### config.mk
export PLATFORM = sky130hd
export DESIGN_NAME = swire_master
export DESIGN_NICKNAME = d
export VERILOG_FILES = /design/src/rtl/slot_engine.v /design/src/rtl/swire_master.v
export VERILOG_INCLUDE_DIRS = /design/src /design/src/pkg
export SDC_FILE = /design/constraint.sdc
export NUM_CORES = 1
export LEC_CHECK = 0
export BUFFER_PORTS_ARGS = -buffer_cell sky130_fd_sc_hd__buf_4
export CAP_MARGIN = 40
export CORE_MARGIN = 2
export CORE_UTILIZATION = 50
export CTS_BUF_LIST = sky130_fd_sc_hd__clkbuf_8
export DETAILED_ROUTE_END_ITERATION = 7
export PLACE_DENSITY = 0.68
export SLEW_MARGIN = 30
export SYNTH_ARGS = -nofsm -noshare
export SYNTH_HDL_FRONTEND = slang
export SYNTH_SLANG_ARGS = --single-unit
### constraint.sdc
create_clock -name sys_clk -period 2.6 [get_ports sys_clk]
set_input_delay 0 -clock sys_clk [delete_from_list [all_inputs] [get_ports sys_clk]]
set_output_delay 0 -clock sys_clk [all_outputs]
set_load 0.1 [all_outputs]
### src/pkg/swire_map.vh
// timing and command constants for the single-wire bus master
`ifndef SWIRE_MAP_VH
`define SWIRE_MAP_VH
`define CLK_MHZ 100
`define T_RST_US 480
`define T_RST_CYC (`T_RST_US * `CLK_MHZ)
`define T_PRES_WAIT_US 70
`define T_PRES_WAIT_CYC (`T_PRES_WAIT_US * `CLK_MHZ)
`define T_RST_HIGH_US 480
`define T_RST_HIGH_CYC (`T_RST_HIGH_US * `CLK_MHZ)
`define T_SLOT_US 65
`define T_SLOT_CYC (`T_SLOT_US * `CLK_MHZ)
`define T_LOW1_US 2
`define T_LOW1_CYC (`T_LOW1_US * `CLK_MHZ)
`define T_SAMPLE_US 13
`define T_SAMPLE_CYC (`T_SAMPLE_US * `CLK_MHZ)
`define T_REC_US 2
`define T_REC_CYC (`T_REC_US * `CLK_MHZ)
`define CMD_SKIP 8'hCC
`define CMD_CONV_T 8'h44
`define CMD_CONV_V 8'hB4
`define CMD_RECALL 8'hB8
`define CMD_FETCH 8'hBE
`define PAGE_BYTES 4'h9
`define OP_CONV_T 2'h0
`define OP_CONV_V 2'h1
`define OP_RECALL 2'h2
`define OP_FETCH 2'h3
`endif

### src/rtl/slot_engine.v
// single time slot generator: reset/presence, write bit, read bit
`timescale 1ns/1ps
`default_nettype none
`include "swire_map.vh"
module slot_engine (
  // clock and reset
  input wire sys_clk,
  input wire rst_n,
  // request
  input wire go,
  input wire [1:0] kind,
  input wire wbit,
  output reg done_ff,
  output reg rbit_ff,
  // line
  input wire line_in,
  output reg line_oe_ff
);
  localparam K_RESET = 2'h0;
  localparam K_WRITE = 2'h1;
  localparam K_READ = 2'h2;
  localparam S_IDLE = 2'h0;
  localparam S_RUN = 2'h1;
  localparam S_REC = 2'h2;
  reg [1:0] st_ff;
  reg [1:0] kind_ff;
  reg wbit_ff;
  localparam [31:0] RST_LAST = `T_RST_CYC - 1;
  localparam [31:0] PRES_AT = `T_RST_CYC + `T_PRES_WAIT_CYC;
  localparam [31:0] RESET_LEN = `T_RST_CYC + `T_RST_HIGH_CYC;
  localparam [31:0] SLOT_LEN = `T_SLOT_CYC;
  localparam [31:0] SLOT_LAST = `T_SLOT_CYC - 1;
  localparam [31:0] LOW1_LAST = `T_LOW1_CYC - 1;
  localparam [31:0] SAMPLE_AT = `T_SAMPLE_CYC;
  localparam [31:0] REC_LAST = `T_REC_CYC - 1;
  reg [16:0] cnt_ff;
  reg [16:0] len;
  always @* begin
    case (kind_ff)
      K_RESET: len = RESET_LEN[16:0];
      default: len = SLOT_LEN[16:0];
    endcase
  end
  always @(posedge sys_clk) begin
    if (!rst_n) begin
      st_ff <= S_IDLE;
      kind_ff <= K_RESET;
      wbit_ff <= 1'b0;
      cnt_ff <= 17'h00000;
      done_ff <= 1'b0;
      rbit_ff <= 1'b0;
      line_oe_ff <= 1'b0;
    end else begin
      done_ff <= 1'b0;
      case (st_ff)
        S_IDLE: begin
          if (go) begin
            st_ff <= S_RUN;
            kind_ff <= kind;
            wbit_ff <= wbit;
            cnt_ff <= 17'h00000;
            line_oe_ff <= 1'b1;
          end
        end
        S_RUN: begin
          cnt_ff <= cnt_ff + 17'h00001;
          if (kind_ff == K_RESET) begin
            if (cnt_ff == RST_LAST[16:0])
              line_oe_ff <= 1'b0;
            if (cnt_ff == PRES_AT[16:0])
              rbit_ff <= ~line_in;
          end else if (kind_ff == K_WRITE) begin
            if (wbit_ff && cnt_ff == LOW1_LAST[16:0])
              line_oe_ff <= 1'b0;
            if (!wbit_ff && cnt_ff == SLOT_LAST[16:0])
              line_oe_ff <= 1'b0;
          end else if (kind_ff == K_READ) begin
            if (cnt_ff == LOW1_LAST[16:0])
              line_oe_ff <= 1'b0;
            if (cnt_ff == SAMPLE_AT[16:0])
              rbit_ff <= line_in;
          end
          if (cnt_ff == len - 17'h00001) begin
            line_oe_ff <= 1'b0;
            st_ff <= S_REC;
            cnt_ff <= 17'h00000;
          end
        end
        S_REC: begin
          cnt_ff <= cnt_ff + 17'h00001;
          if (cnt_ff == REC_LAST[16:0]) begin
            st_ff <= S_IDLE;
            done_ff <= 1'b1;
          end
        end
        default: st_ff <= S_IDLE;
      endcase
    end
  end
endmodule
`default_nettype wire

### src/rtl/swire_master.v
// single-wire bus master: sequences reset, skip, command, page and byte reads
`timescale 1ns/1ps
`default_nettype none
`include "swire_map.vh"
module swire_master (
  // clock and reset
  input wire sys_clk,
  input wire rst_n,
  // command port
  input wire cmd_valid,
  input wire [1:0] cmd_op,
  input wire [2:0] cmd_page,
  output reg cmd_ready_ff,
  // results
  output reg byte_valid_ff,
  output reg [7:0] byte_data_ff,
  output reg [3:0] byte_index_ff,
  output reg op_done_ff,
  output reg no_presence_ff,
  // open-drain line
  input wire line_in,
  output reg line_out_ff,
  output reg line_oe_ff
);
  localparam S_IDLE = 3'h0;
  localparam S_RESET = 3'h1;
  localparam S_TX = 3'h2;
  localparam S_RX = 3'h3;
  localparam S_POLL = 3'h4;
  localparam S_END = 3'h5;
  localparam K_RESET = 2'h0;
  localparam K_WRITE = 2'h1;
  localparam K_READ = 2'h2;
  ////////////////////////////////////////////////////////////////////////////
  reg line_s1_ff;
  reg line_s2_ff;
  always @(posedge sys_clk) begin
    if (!rst_n) begin
      line_s1_ff <= 1'b1;
      line_s2_ff <= 1'b1;
    end else begin
      line_s1_ff <= line_in;
      line_s2_ff <= line_s1_ff;
    end
  end
  ////////////////////////////////////////////////////////////////////////////
  reg [2:0] st_ff;
  reg [1:0] op_ff;
  reg [2:0] page_ff;
  reg [1:0] tx_idx_ff;
  reg [2:0] bit_ff;
  reg [7:0] sh_ff;
  reg [3:0] rx_cnt_ff;
  reg go_ff;
  reg [1:0] kind_ff;
  reg busy_ff;
  wire slot_done;
  wire slot_bit;
  wire slot_oe;
  slot_engine slot_engine_i (
    .sys_clk(sys_clk),
    .rst_n(rst_n),
    .go(go_ff),
    .kind(kind_ff),
    .wbit(sh_ff[0]),
    .done_ff(slot_done),
    .rbit_ff(slot_bit),
    .line_in(line_s2_ff),
    .line_oe_ff(slot_oe)
  );
  reg [7:0] tx_byte;
  reg [1:0] tx_len;
  always @* begin
    tx_len = 2'h2;
    case (tx_idx_ff)
      2'h0: begin
        case (op_ff)
          `OP_CONV_T: tx_byte = `CMD_CONV_T;
          `OP_CONV_V: tx_byte = `CMD_CONV_V;
          `OP_RECALL: tx_byte = `CMD_RECALL;
          default: tx_byte = `CMD_FETCH;
        endcase
      end
      default: tx_byte = {5'h00, page_ff};
    endcase
    if (op_ff == `OP_RECALL || op_ff == `OP_FETCH)
      tx_len = 2'h3;
  end
  ////////////////////////////////////////////////////////////////////////////
  always @(posedge sys_clk) begin
    if (!rst_n) begin
      st_ff <= S_IDLE;
      op_ff <= `OP_CONV_T;
      page_ff <= 3'h0;
      tx_idx_ff <= 2'h0;
      bit_ff <= 3'h0;
      sh_ff <= 8'h00;
      rx_cnt_ff <= 4'h0;
      go_ff <= 1'b0;
      kind_ff <= K_RESET;
      busy_ff <= 1'b0;
      cmd_ready_ff <= 1'b0;
      byte_valid_ff <= 1'b0;
      byte_data_ff <= 8'h00;
      byte_index_ff <= 4'h0;
      op_done_ff <= 1'b0;
      no_presence_ff <= 1'b0;
      line_out_ff <= 1'b0;
      line_oe_ff <= 1'b0;
    end else begin
      go_ff <= 1'b0;
      byte_valid_ff <= 1'b0;
      op_done_ff <= 1'b0;
      line_oe_ff <= slot_oe;
      line_out_ff <= 1'b0;
      cmd_ready_ff <= (st_ff == S_IDLE) && !busy_ff && !(cmd_valid && cmd_ready_ff);
      case (st_ff)
        S_IDLE: begin
          if (cmd_valid && cmd_ready_ff) begin
            op_ff <= cmd_op;
            page_ff <= cmd_page;
            cmd_ready_ff <= 1'b0;
            st_ff <= S_RESET;
            kind_ff <= K_RESET;
            go_ff <= 1'b1;
            busy_ff <= 1'b1;
          end
        end
        S_RESET: begin
          if (slot_done) begin
            no_presence_ff <= ~slot_bit;
            tx_idx_ff <= 2'h0;
            bit_ff <= 3'h0;
            sh_ff <= `CMD_SKIP;
            if (slot_bit) begin
              st_ff <= S_TX;
              kind_ff <= K_WRITE;
              go_ff <= 1'b1;
            end else
              st_ff <= S_END;
          end
        end
        S_TX: begin
          if (slot_done) begin
            sh_ff <= {1'b0, sh_ff[7:1]};
            bit_ff <= bit_ff + 3'h1;
            if (bit_ff == 3'h7) begin
              if (tx_idx_ff + 2'h1 == tx_len) begin
                bit_ff <= 3'h0;
                sh_ff <= 8'h00;
                rx_cnt_ff <= 4'h0;
                kind_ff <= K_READ;
                go_ff <= (op_ff != `OP_RECALL);
                if (op_ff == `OP_FETCH)
                  st_ff <= S_RX;
                else if (op_ff == `OP_RECALL)
                  st_ff <= S_END;
                else
                  st_ff <= S_POLL;
              end else begin
                tx_idx_ff <= tx_idx_ff + 2'h1;
                go_ff <= 1'b1;
              end
            end else
              go_ff <= 1'b1;
          end
          if (slot_done && bit_ff == 3'h7 && tx_idx_ff + 2'h1 != tx_len)
            sh_ff <= tx_byte;
        end
        S_RX: begin
          if (slot_done) begin
            sh_ff <= {slot_bit, sh_ff[7:1]};
            bit_ff <= bit_ff + 3'h1;
            go_ff <= 1'b1;
            if (bit_ff == 3'h7) begin
              byte_valid_ff <= 1'b1;
              byte_data_ff <= {slot_bit, sh_ff[7:1]};
              byte_index_ff <= rx_cnt_ff;
              rx_cnt_ff <= rx_cnt_ff + 4'h1;
              if (rx_cnt_ff == `PAGE_BYTES - 4'h1) begin
                go_ff <= 1'b0;
                st_ff <= S_END;
              end
            end
          end
        end
        S_POLL: begin
          if (slot_done) begin
            if (slot_bit)
              st_ff <= S_END;
            else
              go_ff <= 1'b1;
          end
        end
        S_END: begin
          op_done_ff <= 1'b1;
          busy_ff <= 1'b0;
          st_ff <= S_IDLE;
        end
        default: st_ff <= S_IDLE;
      endcase
    end
  end
endmodule
`default_nettype wire

Word-level counts from Yosys, hierarchy flattened
Cells that the tools add are included.
- register bits: 73
- latch bits: 0
- memory bits (writable): 0
- memory bits (read-only): 0
- logic and storage cells: 210
- memories kept: 0
- $add $sub $neg: 5
- multiply operators: 0
- divide/modulo/power cells: 0
- $lt $le $gt $ge: 0
- equality and inequality tests: 45
- shift operators: 0
- multiplexer cells: 90
- bitwise operators: 2
- reductions and logical operators: 42
- operators by type and width (kind ; count):
    $mux W17 ; 3
    $mux W3 ; 17
    $pmux W17 S3 ; 1
    $pmux W8 S3 ; 2
    $mux W8 ; 5
    $eq A17 B16 Y1 const B ; 2
    $mux W1 ; 33
    $mux W2 ; 13
    $mux W4 ; 5
    $ne A2 B1 Y1 const B ; 10
    $add A17 B1 Y17 const B ; 1
    $eq A17 B11 Y1 const B ; 1
    $eq A17 B13 Y1 const B ; 1
    $eq A17 B17 Y1 ; 1
    $eq A17 B8 Y1 const B ; 1
    $sub A17 B1 Y17 const B ; 1
    $ne A2 B2 Y1 const B ; 8
    $pmux W3 S5 ; 1
    $mux W7 ; 2
    $pmux W2 S3 ; 2
    $reduce_and A2 Y1 ; 6
    $reduce_and A6 Y1 ; 2
    $reduce_bool A2 Y1 ; 6
    $ne A5 B1 Y1 const B ; 2
    31 further kinds ; 58

Longest topological paths before layout
Gate-level depths: netlist (run 1).
- word-level depth: 9
- depth in mapped cells: 9
- depth with buffers taken out: 7

By module
A second synthesis (run 1) with hierarchy kept.
- cell total of the unflattened synthesis: 470
- area, all modules: 3931.3 sq um
- by module, submodules not included (module ; times used ; cells each ; area each (sq um)):
    swire_master ; 1 ; 259 ; 2259.7
    slot_engine ; 1 ; 211 ; 1671.6

Least setup slack after synthesis (run 1)
No wires, ideal clock.
- path type: register -> register
- from: reg cmd_ready_ff
- to: reg op_ff[0]
- arrival: 1.875 ns
- required time: 2.472 ns
- path slack: 0.597 ns
- cell stages (with the launch flop): 5
- clock period less this slack: 2.003 ns
- cells stage by stage: dfxtp_1 -> nand2_1 -> nor4_4 -> mux2i_1 -> nor2_1
- word-level cells in the longest chain between the ends: 2
- ends and longest elaborated chain (element ; RTL line ; text):
    start, declared ; swire_master.v:13 ; output reg cmd_ready_ff,
    start signal, assigned ; swire_master.v:116 ; cmd_ready_ff <= (st_ff == S_IDLE) && !busy_ff && !(cmd_valid && cmd_ready_ff);
    $logic_and A1 B1 Y1 ; swire_master.v:119 ; if (cmd_valid && cmd_ready_ff) begin
    $reduce_and A2 Y1 (no line) ; n/a ;
    end signal, assigned ; swire_master.v:93 ; op_ff <= `OP_CONV_T;
    end signal, assigned ; swire_master.v:120 ; op_ff <= cmd_op;
    end, declared ; swire_master.v:48 ; reg [1:0] op_ff;
Every way passes these cells.
A chain may end at the register's enable or synchronous reset.

Worst setup path in the final report (run 1)
- from: reg slot_engine_i.kind_ff[0]
- to: reg slot_engine_i.st_ff[1]
- word-level cells in the longest chain between the ends: 6
- ends and longest elaborated chain (element ; RTL line ; text):
    start, declared ; slot_engine.v:26 ; reg [1:0] kind_ff;
    start signal, assigned ; slot_engine.v:59 ; kind_ff <= kind;
    $logic_not A2 Y1 ; slot_engine.v:39 ; case (kind_ff)
    $mux W17 ; slot_engine.v:39 ;
    $sub A17 B1 Y17 ; slot_engine.v:83 ; if (cnt_ff == len - 17'h00001) begin
    $eq A17 B17 Y1 ; slot_engine.v:83 ;
    $ne A2 B1 Y1 (no line) ; n/a ;
    $reduce_and A3 Y1 (no line) ; n/a ;
    end signal, assigned ; slot_engine.v:85 ; st_ff <= S_REC;
    end signal, assigned ; slot_engine.v:92 ; st_ff <= S_IDLE;
    end signal, assigned ; slot_engine.v:96 ; default: st_ff <= S_IDLE;
    end, declared ; slot_engine.v:25 ; reg [1:0] st_ff;
Every way passes these cells.

==> reports/results.txt, run 1 <==
Final Setup Violations: 0
Vias in the first global route: 3431
Synthesized Nets: 533
Count of cell types in the netlist: 66
PD cells: 652 nW/um^2
R2r worst-path depth: 7
GP Congestion: 0.968
Crit path max fanout: 10
Htree depth: 3
Pre-antenna DRT Iters: 5
Post-Route WL: 9810 um
Routed vias/inst: 6.00
CP arrival: 2550 ps
Fmax achieved: 439 MHz
Core ar.: 7810 sq um
Clock Sinks: 73
Area of the multi-input gates: 2300 sq um
Min Tclk post-route: 2280 ps
Number of nets in the layout: 555
Port Buffers: 25
Status: completed
Startpoint Class: flip-flop
Hold depth: 4
Clock root buffer master: clkbuf_8
Routed wire per std cell: 15.4 um
CP bufs+invs: 1
Syn-to-layout area delta: 13.4%
Slowest stage delay, CP: 440 ps
Synth Flop Type: dfxtp_1
Pre-CTS setup slack: 409 ps
CP endpoint kind: flip-flop
CTS tree: built
CP Cell Sequence: inv_1 > ha_1 > nand4b_1 > nor3_2 > o211ai_2 > a221oi_4 > mux2i_1
Die Ht: 94.1 um
Hold Crit Class: in -> reg
Hold Path Sink: cmd_ready_ff
# hold bufs at CTS: 8
Placed cells: 613
Starting Density: 52.0%
Iteration-0 DRC Markers: 381
Syn. warnings: 0
Leakage: 1.62 nW
Maximum vdd drop: 0.455 mV
Detail Route Antenna Nets: 0
Metal-1 WL: 4720 um
HPWL Detailed: 6770 um
CP Data Required Time: 2870 ps
Total grt overflow: 0
First-pass GRT wire length: 16700 um
Fin crit share: 87.7%
Postcts setup bufs: 0
Kind of cell adding the most delay to the critical path: compound AO/OA/AOI/OAI gates
Yosys reg bits: 73
Critical setup path kind: reg -> reg
Met3 WL: 705 um
Number of synthesized flops with an enable pin: 0
Post-route insts no fill: 638
Fin. max-slew vios: 0
Skew final: 5.10 ps
Post-route setup slack: 320 ps
Setup_tns: 0 ps
ANT cells: 0
Chip width: 94.1 um
Max Cap Violations: 0
Die ar.: 8850 sq um
R2R setup slack: 320 ps
Max Root-Sink Buffers: 2
Syn Area/Cell: 7.97 sq um
Slowest-stage cell, CP: ha_1
Reg area: 1460 sq um
RSZ-0062 raised after global routing: false
Worst-path clk slew: 80 ps
Reg-to-reg startpoint: slot_engine_i.kind_ff[0]
Fillcell total: 729
Final instance area: 4600 sq um
GRT Resource Usage Total: 23.4%
Post-CTS Resized: 0
Final core utilization: 59.0%
Final Hold Viols: 0
Least-Margin Pin Slew: 626 ps
Antenna violations before repair: 0
Top layer in use: met4
Post-synthesis cell area: 4060 sq um
Post-route DRC violation count: 0
Clk_lat worst skew: 350 ps
Sequential share of the synthesized area: 36.0%
Vias: 3827
Number of placed I/O pins: 27
Area after DPL: 4270 sq um
Slew headroom: 58.3%
RR Endpoint: slot_engine_i.st_ff[1]
Post-Synthesis Cells: 509
WL met2: 4250 um
Row Count: 32
Hold path startpoint: cmd_valid
WP depth: 7
Share of post-route cells with drive strength above 1: 12.7%
Cts bufs inserted: 9
Fraction of registers with async set/reset: 0%
Largest net degree at the start of global routing: 44
flip-flops by register name, summed over array words and instances (netlist names), 3 cells and up:
name,cells
rx_cnt_ff,4
slot_engine_i.cnt_ff,17
bit_ff,3
byte_index_ff,4
page_ff,3
sh_ff,8
byte_data_ff,8
st_ff,3
kinds of logic (layout without fill, tap and decap cells):
group | count (synthesis) | count (layout) | share of synthesized area, %
other | 1 | 1 | 0.0924
adders and majority gates | 15 | 15 | 4.62
AOI/OAI and AO/OA | 132 | 132 | 21.1
and+or+nand+nor | 207 | 207 | 26.9
DFF | 73 | 73 | 36.0
muxes | 13 | 13 | 3.24
xor gates and xnor gates | 3 | 3 | 0.647
buffers and inverters | 65 | 92 | 7.34
area by class of cell:
type | count | area share [%]
clock buffer | 10 | 2.99
clock inverter | 6 | 2.31
inverter | 32 | 2.61
multi-input combinational | 371 | 50.0
sequential | 73 | 31.7
tap | 102 | 2.77
timing repair buffer | 44 | 7.61
placed cells by master, fill, tap and decap left out, types with 12 or more instances in the layout:
master    count
buf_4        36
nand4_1      12
ha_1         15
dfxtp_1      73
a21oi_1      38
nor2_1       31
inv_1        32
o21ai_0      20
nand2b_1     12
nand3_1      20
o22ai_1      18
a31oi_1      20
mux2i_1      12
nand2_1      76
through the flow:
step,power (mW),hold WS (ps)
final,3.00,28.2
after global routing,3.14,49.0
after CTS,3.01,17.7
after detailed placement,1.92,186
after global placement,1.90,183
after floorplan,1.79,101
tightest hold or removal path, stage by stage:
cell and delay [ps]:
buf_4 90, nand2_1 110, nand2_1 90, nor4_1 40
per-layer routing:
| metal | track usage [%] | up-vias |
|---|---|---|
| met1 | 34.0 | 1768 |
| met5 | 0 | - |
| li1 | - | 1870 |
| met4 | 7.73 | 0 |
| met3 | 5.14 | 15 |
| met2 | 34.1 | 174 |
worst max path at each step:
stage | start | to | slack [ps]
floorplan | cmd_ready_ff | op_ff[0] | 600
global placement | slot_engine_i.st_ff[0] | slot_engine_i.cnt_ff[16] | 520
detailed placement | slot_engine_i.kind_ff[0] | slot_engine_i.st_ff[1] | 410
CTS | slot_engine_i.kind_ff[0] | slot_engine_i.st_ff[1] | 320
global route | slot_engine_i.kind_ff[1] | slot_engine_i.st_ff[1] | 160
finish | slot_engine_i.kind_ff[0] | slot_engine_i.st_ff[1] | 320
power breakdown:
group / switching, mW / internal (mW) / total [mW]
Clock: 0.427 / 0.659 / 1.09
Combinational: 0.408 / 0.259 / 0.667
Sequential: 0.0784 / 1.17 / 1.25
Yosys cell counts, types with 6 or more instances:
master	instances	area share, %
o21ai_0	20	2.5
nand4_1	12	1.8
nand4b_1	6	1.3
inv_1	31	2.9
o22ai_1	18	2.8
buf_2	11	1.4
nand2b_1	12	1.8
nor3_1	9	1.1
nor2_1	31	2.9
nand3_1	20	2.5
mux2i_1	12	3.0
nand2_1	76	7.0
ha_1	15	4.6
dfxtp_1	73	36
a31oi_1	20	3.1
a21oi_1	38	4.7
and2_1	6	0.92
clkbuf_1	10	0.92
a211oi_1	6	1.1
Power figures use the tool's default switching activity.
==> run 2, diff against run 1 <==
--- a/config.mk
+++ b/config.mk
@@ -6,6 +6,7 @@
 export SDC_FILE = /design/constraint.sdc
 export NUM_CORES = 1
 export LEC_CHECK = 0
+export ABC_AREA = 1
 export BUFFER_PORTS_ARGS = -buffer_cell sky130_fd_sc_hd__buf_4
 export CAP_MARGIN = 40
 export CORE_MARGIN = 2
==> constraint.sdc (replaced) <==
create_clock -name sys_clk -period 2.6 [get_ports sys_clk]
set_input_delay 0.39 -clock sys_clk [delete_from_list [all_inputs] [get_ports sys_clk]]
set_output_delay 0.39 -clock sys_clk [all_outputs]
set_load 0.1 [all_outputs]
==> run 2 against run 1 <==
Hold slack improved by 200 ps. Via count rose by 0.89%. Clock skew is essentially flat. Core utilization down 1.8 points. Critical path depth unchanged. Cell area shrank 4.6%. Combinational power rose by 72%. Sequential share of layout area is 1.5 points higher. Non-clock buffer count decreased by 11. Setup slack gained 250 ps. Register-to-register slack improved by 250 ps. Count of clock-buffer cells in the layout decreased by 1. Largest cell class unchanged.
==> reports/results.txt, run 2 <==
Status: completed
Routed vias/inst: 5.42
Core ar.: 7690 sq um
Port Buffers: 25
Die ar.: 8650 sq um
Fin. max-slew vios: 0
Vias: 3861
Yosys reg bits: 73
Synth Flop Type: dfxtp_1
Fraction of registers with async set/reset: 0%
Synthesized Nets: 607
Slew headroom: 64.6%
Area after DPL: 4210 sq um
Antenna violations before repair: 0
PD cells: 737 nW/um^2
Number of synthesized flops with an enable pin: 0
Crit path max fanout: 7
Pre-antenna DRT Iters: 5
Max Root-Sink Buffers: 2
CP Data Required Time: 2840 ps
Row Count: 32
Count leader, synth: nand2_1
ANT cells: 0
Share of post-route cells with drive strength above 1: 10.5%
Critical setup path kind: reg -> reg
Clock root buffer master: clkbuf_8
Sequential share of the synthesized area: 36.9%
Max Cap Violations: 0
Synth top cells by count: 134 x nand2_1, 73 x dfxtp_1, 67 x nor2_1
Skew final: 5.08 ps
Fillcell total: 795
Final Hold Viols: 0
Cts bufs inserted: 9
Number of placed I/O pins: 27
Placed cells: 696
Largest Register: slot_engine_i.cnt_ff
RSZ-0062 raised after global routing: false
Worst-path clk slew: 80 ps
Largest regs: slot_engine_i.cnt_ff: 17 flops, byte_data_ff: 8 flops, sh_ff: 8 flops
Syn. warnings: 0
Reg area: 1460 sq um
GRT Resource Usage Total: 24.2%
Post-route insts no fill: 713
HPWL Detailed: 7210 um
Detail Route Antenna Nets: 0
Least-Margin Pin Slew: 530 ps
Post-synthesis cell area: 3960 sq um
# hold bufs at CTS: 0
Syn-to-layout area delta: 10.9%
Postcts setup bufs: 0
First-pass GRT wire length: 16600 um
Chip width: 93.0 um
Startpoint Class: flip-flop
Number of nets in the layout: 630
Fmax achieved: 492 MHz
Starting Density: 51.5%
CP endpoint kind: flip-flop
R2R setup slack: 570 ps
Clk_lat worst skew: 350 ps
Final Setup Violations: 0
Post-Route WL: 9780 um
Iteration-0 DRC Markers: 192
Htree depth: 3
Vias in the first global route: 3490
Die Ht: 93.0 um
Syn Area/Cell: 6.79 sq um
Largest net degree at the start of global routing: 39
Yosys top cell by area: dfxtp_1
Setup_tns: 0 ps
GP Congestion: 0.965
Top cells by area, synth: dfxtp_1 37%, nand2_1 13%, nor2_1 6.4%
Min Tclk post-route: 2030 ps
Count of cell types in the netlist: 34
Final instance area: 4390 sq um
Hold Crit Class: in -> reg
Post-route DRC violation count: 0
Largest register FFs: 17
CTS tree: built
Commonest non-fill, non-tap cells in the layout: 134 x nand2_1, 73 x dfxtp_1, 67 x nor2_1
Area of the multi-input gates: 2120 sq um
Post-Synthesis Cells: 583
Post-CTS Resized: 0
Leakage: 1.80 nW
Total grt overflow: 0
Routed wire per std cell: 13.7 um
Clock Sinks: 73
CP arrival: 2270 ps
Fin crit share: 78.1%
Share of the synthesized area in the top cell type: 36.9%
Maximum vdd drop: 0.677 mV
Commonest non-fill, non-tap cell in the layout: nand2_1
run 2: final timing paths:
kind	startpoint	endpoint	depth (start not counted)
hold reg to reg	line_s1_ff	line_s2_ff	1
hold / removal	line_in	line_s1_ff	2
setup reg to reg	bit_ff[0]	sh_ff[4]	7
setup / recovery	bit_ff[0]	sh_ff[4]	7
run 2: power by group:
| group | switching (mW) | internal, mW |
|---|---|---|
| sequential | 0.0784 | 1.20 |
| clock | 0.461 | 0.344 |
| combinational | 0.827 | 0.326 |
run 2: through the flow:
stage          setup slack, ps  total power, mW  utilization [%]  hold WS, ps
2_1_floorplan              795             2.18                -          393
3_3_place_gp               629             2.43             54.7          408
3_5_place_dp               572             2.45             54.7          403
4_1_cts                    572             3.25             56.9          217
5_1_grt                    332             3.48             57.1          213
6_report                   569             3.24             57.1          224
run 2: kinds of logic after synthesis:
logic type	after synthesis	synth area share, %
XOR/XNOR	5	1.11
AO/OA/AOI/OAI	110	14.9
adder cells (fa/ha/maj)	15	4.74
other	1	0.0947
flip-flops	73	36.9
AND/OR/NAND/NOR	291	32.6
buffers and inverters	88	9.57
run 2: final cells by class:
class	instances	share of cell area [%]
repair buffers	33	5.81
multi-input cells	422	48.3
well taps	102	2.91
clock inverters	7	1.05
flip-flops and latches	73	33.3
inverters	67	5.84
clock buffers	9	2.82
run 2: worst max-delay path, cell delays in order (launching register included):
cell and delay, ps:
dfxtp_1 370, ha_1 160, ha_1 240, nand2_1 240
nor2_1 370, nand2_1 160, a31oi_1 290, a21oi_1 100
run 2: metal layers:
metal / vias to the layer above / part of all wire (%) / global-route usage (%)
li1: 1971 / - / -
met1: 1735 / 48 / 34.5
met2: 134 / 44 / 36.7
met3: 21 / 5.3 / 3.30
met4: 0 / 2.3 / 10.2
met5: - / 0 / 0
==> run 3, diff against run 2 <==
==> constraint.sdc (replaced) <==
create_clock -name sys_clk -period 1.99 [get_ports sys_clk]
set_input_delay 0.2985 -clock sys_clk [delete_from_list [all_inputs] [get_ports sys_clk]]
set_output_delay 0.2985 -clock sys_clk [all_outputs]
set_load 0.1 [all_outputs]
==> run 3 against run 2 <==
Hold slack got worse by 84 ps. Critical path depth increased by 2. Maximum frequency up 9.5%. Flip-flop and latch count stayed put. Setup slack got worse by 430 ps. Total power rose by 40%. Clock skew increased by 6.6 ps. Cell area rose by 2.5%. Largest cell class unchanged. Largest power group unchanged. Highest routed layer unchanged.
==> reports/results.txt, run 3 (same netlist as run 2, synthesis figures left out) <==
Status: completed
CP bufs+invs: 0
Maximum vdd drop: 0.868 mV
Post-route DRC violation count: 0
Fin crit share: 93.2%
Syn-to-layout area delta: 13.6%
Setup_tns: 0 ps
CP Cell Sequence: ha_1 > ha_2 > nand4_1 > a21oi_2 > nand3_1 > nor2_2 > nand3_1 > o21ai_0 > nor2_1
Final Setup Violations: 0
Fillcell total: 772
Post-Route WL: 9930 um
Max Root-Sink Buffers: 2
Hold WS: 140 ps
Vias: 3922
Hold Crit Class: in -> reg
Fin. max-slew vios: 0
Fmax achieved: 539 MHz
Commonest non-fill, non-tap cell in the layout: nand2_1
Number of nets in the layout: 634
Pre-CTS setup slack: 114 ps
HPWL Detailed: 7350 um
Largest regs: slot_engine_i.cnt_ff: 17 flops, byte_data_ff: 8 flops, sh_ff: 8 flops
Skew final: 11.6 ps
Worst path most repeated cell: nand3_1
Share of post-route cells with drive strength above 1: 12.4%
Vias in the first global route: 3589
Pre-antenna DRT Iters: 5
GRT Resource Usage Total: 24.3%
CP Data Required Time: 2230 ps
Critical setup path kind: reg -> reg
Largest net degree at the start of global routing: 39
Cts bufs inserted: 9
Postcts setup bufs: 0
Max Cap Violations: 0
PD cells: 1000 nW/um^2
Kind of cell adding the most delay to the critical path: simple AND/OR/NAND/NOR gates
GP Congestion: 1.05
Post-route setup slack: 134 ps
Htree depth: 3
Die Ht: 93.0 um
Clk_lat worst skew: 350 ps
Number of placed I/O pins: 27
Clock Sinks: 73
Row Count: 32
# hold bufs at CTS: 0
Final Hold Viols: 0
Clock root buffer master: clkbuf_8
Slowest stage delay, CP: 370 ps
Port Buffers: 25
Leakage: 1.84 nW
CP arrival: 2100 ps
Detail Route Antenna Nets: 0
Routed wire per std cell: 13.9 um
Worst-path clk slew: 80 ps
Largest Register: slot_engine_i.cnt_ff
Min Tclk post-route: 1860 ps
CTS tree: built
Iteration-0 DRC Markers: 235
CP endpoint kind: flip-flop
Core ar.: 7690 sq um
First-pass GRT wire length: 16800 um
Chip width: 93.0 um
Largest register FFs: 17
Antenna violations before repair: 0
Slowest-stage cell, CP: dfxtp_1
ANT cells: 0
Total grt overflow: 0
Startpoint Class: flip-flop
Routed vias/inst: 5.47
Starting Density: 51.5%
Commonest non-fill, non-tap cells in the layout: 134 x nand2_1, 73 x dfxtp_1, 64 x nor2_1
Die ar.: 8650 sq um
Crit path max fanout: 6
-- run 3: cell types whose count changed in the layout (fill, tap and decap cells not counted), sizes merged --
cell      before  now
bufinv         0    2
clkinv         3    2
buf           33   37
clkinvlp       2    1
-- run 3: area by class of cell --
cell class	instances	area, sq um	area share [%]
clock inverters	7	93.8	2.09
well taps	102	128	2.84
repair buffers	37	290	6.45
flip-flops and latches	73	1460	32.5
inverters	67	256	5.70
clock buffers	9	124	2.75
multi-input cells	422	2140	47.7
-- run 3: power breakdown --
group / internal [mW] / switching (mW)
logic: 0.475 / 1.09
clock network: 0.706 / 0.577
registers: 1.57 / 0.102
-- run 3: path summary, 6_finish.rpt --
check                  start    endpoint  slack, ps  depth (start not counted)
setup reg to reg   bit_ff[0]    st_ff[1]        130                          9
hold reg to reg   line_s1_ff  line_s2_ff        420                          1
hold / removal       line_in  line_s1_ff        140                          2
setup / recovery   bit_ff[0]    st_ff[1]        130                          9
-- run 3: through the flow --
step / power, mW / std cells / util (%) / cell area [sq um]
after global routing: 4.82 / 717 / 58.5 / 4500
after detailed placement: 3.25 / 701 / 55.4 / 4260
final: 4.52 / 717 / 58.5 / 4500
after floorplan: 2.85 / 583 / - / 3960
after global placement: 3.22 / 701 / 55.4 / 4260
after CTS: 4.54 / 717 / 58.2 / 4470
-- run 3: per-layer routing --
layer	share of wire [%]	global-route usage, %	routed length, um	vias up
met5	0	0	0	-
met3	6.3	5.24	625	16
met2	46	39.2	4560	132
met4	1.7	7.97	170	0
met1	46	32.4	4580	1803
li1	-	-	-	1971
-- run 3: repair_timing --
| item | in CTS | in global routing |
|---|---|---|
| resized for setup | 0 | 9 |
| setup endpoints to repair | 0 | 28 |
| endpoints found under the hold margin | 0 | 0 |
-- run 3: worst register-to-register path: cells and delay by family, from the launching register on --
| kind | cells | cell delay, ps |
|---|---|---|
| AO/OA/AOI/OAI | 2 | 310 |
| adder cells (fa/ha/maj) | 2 | 390 |
| AND/OR/NAND/NOR | 5 | 660 |
| flip-flops | 1 | 370 |
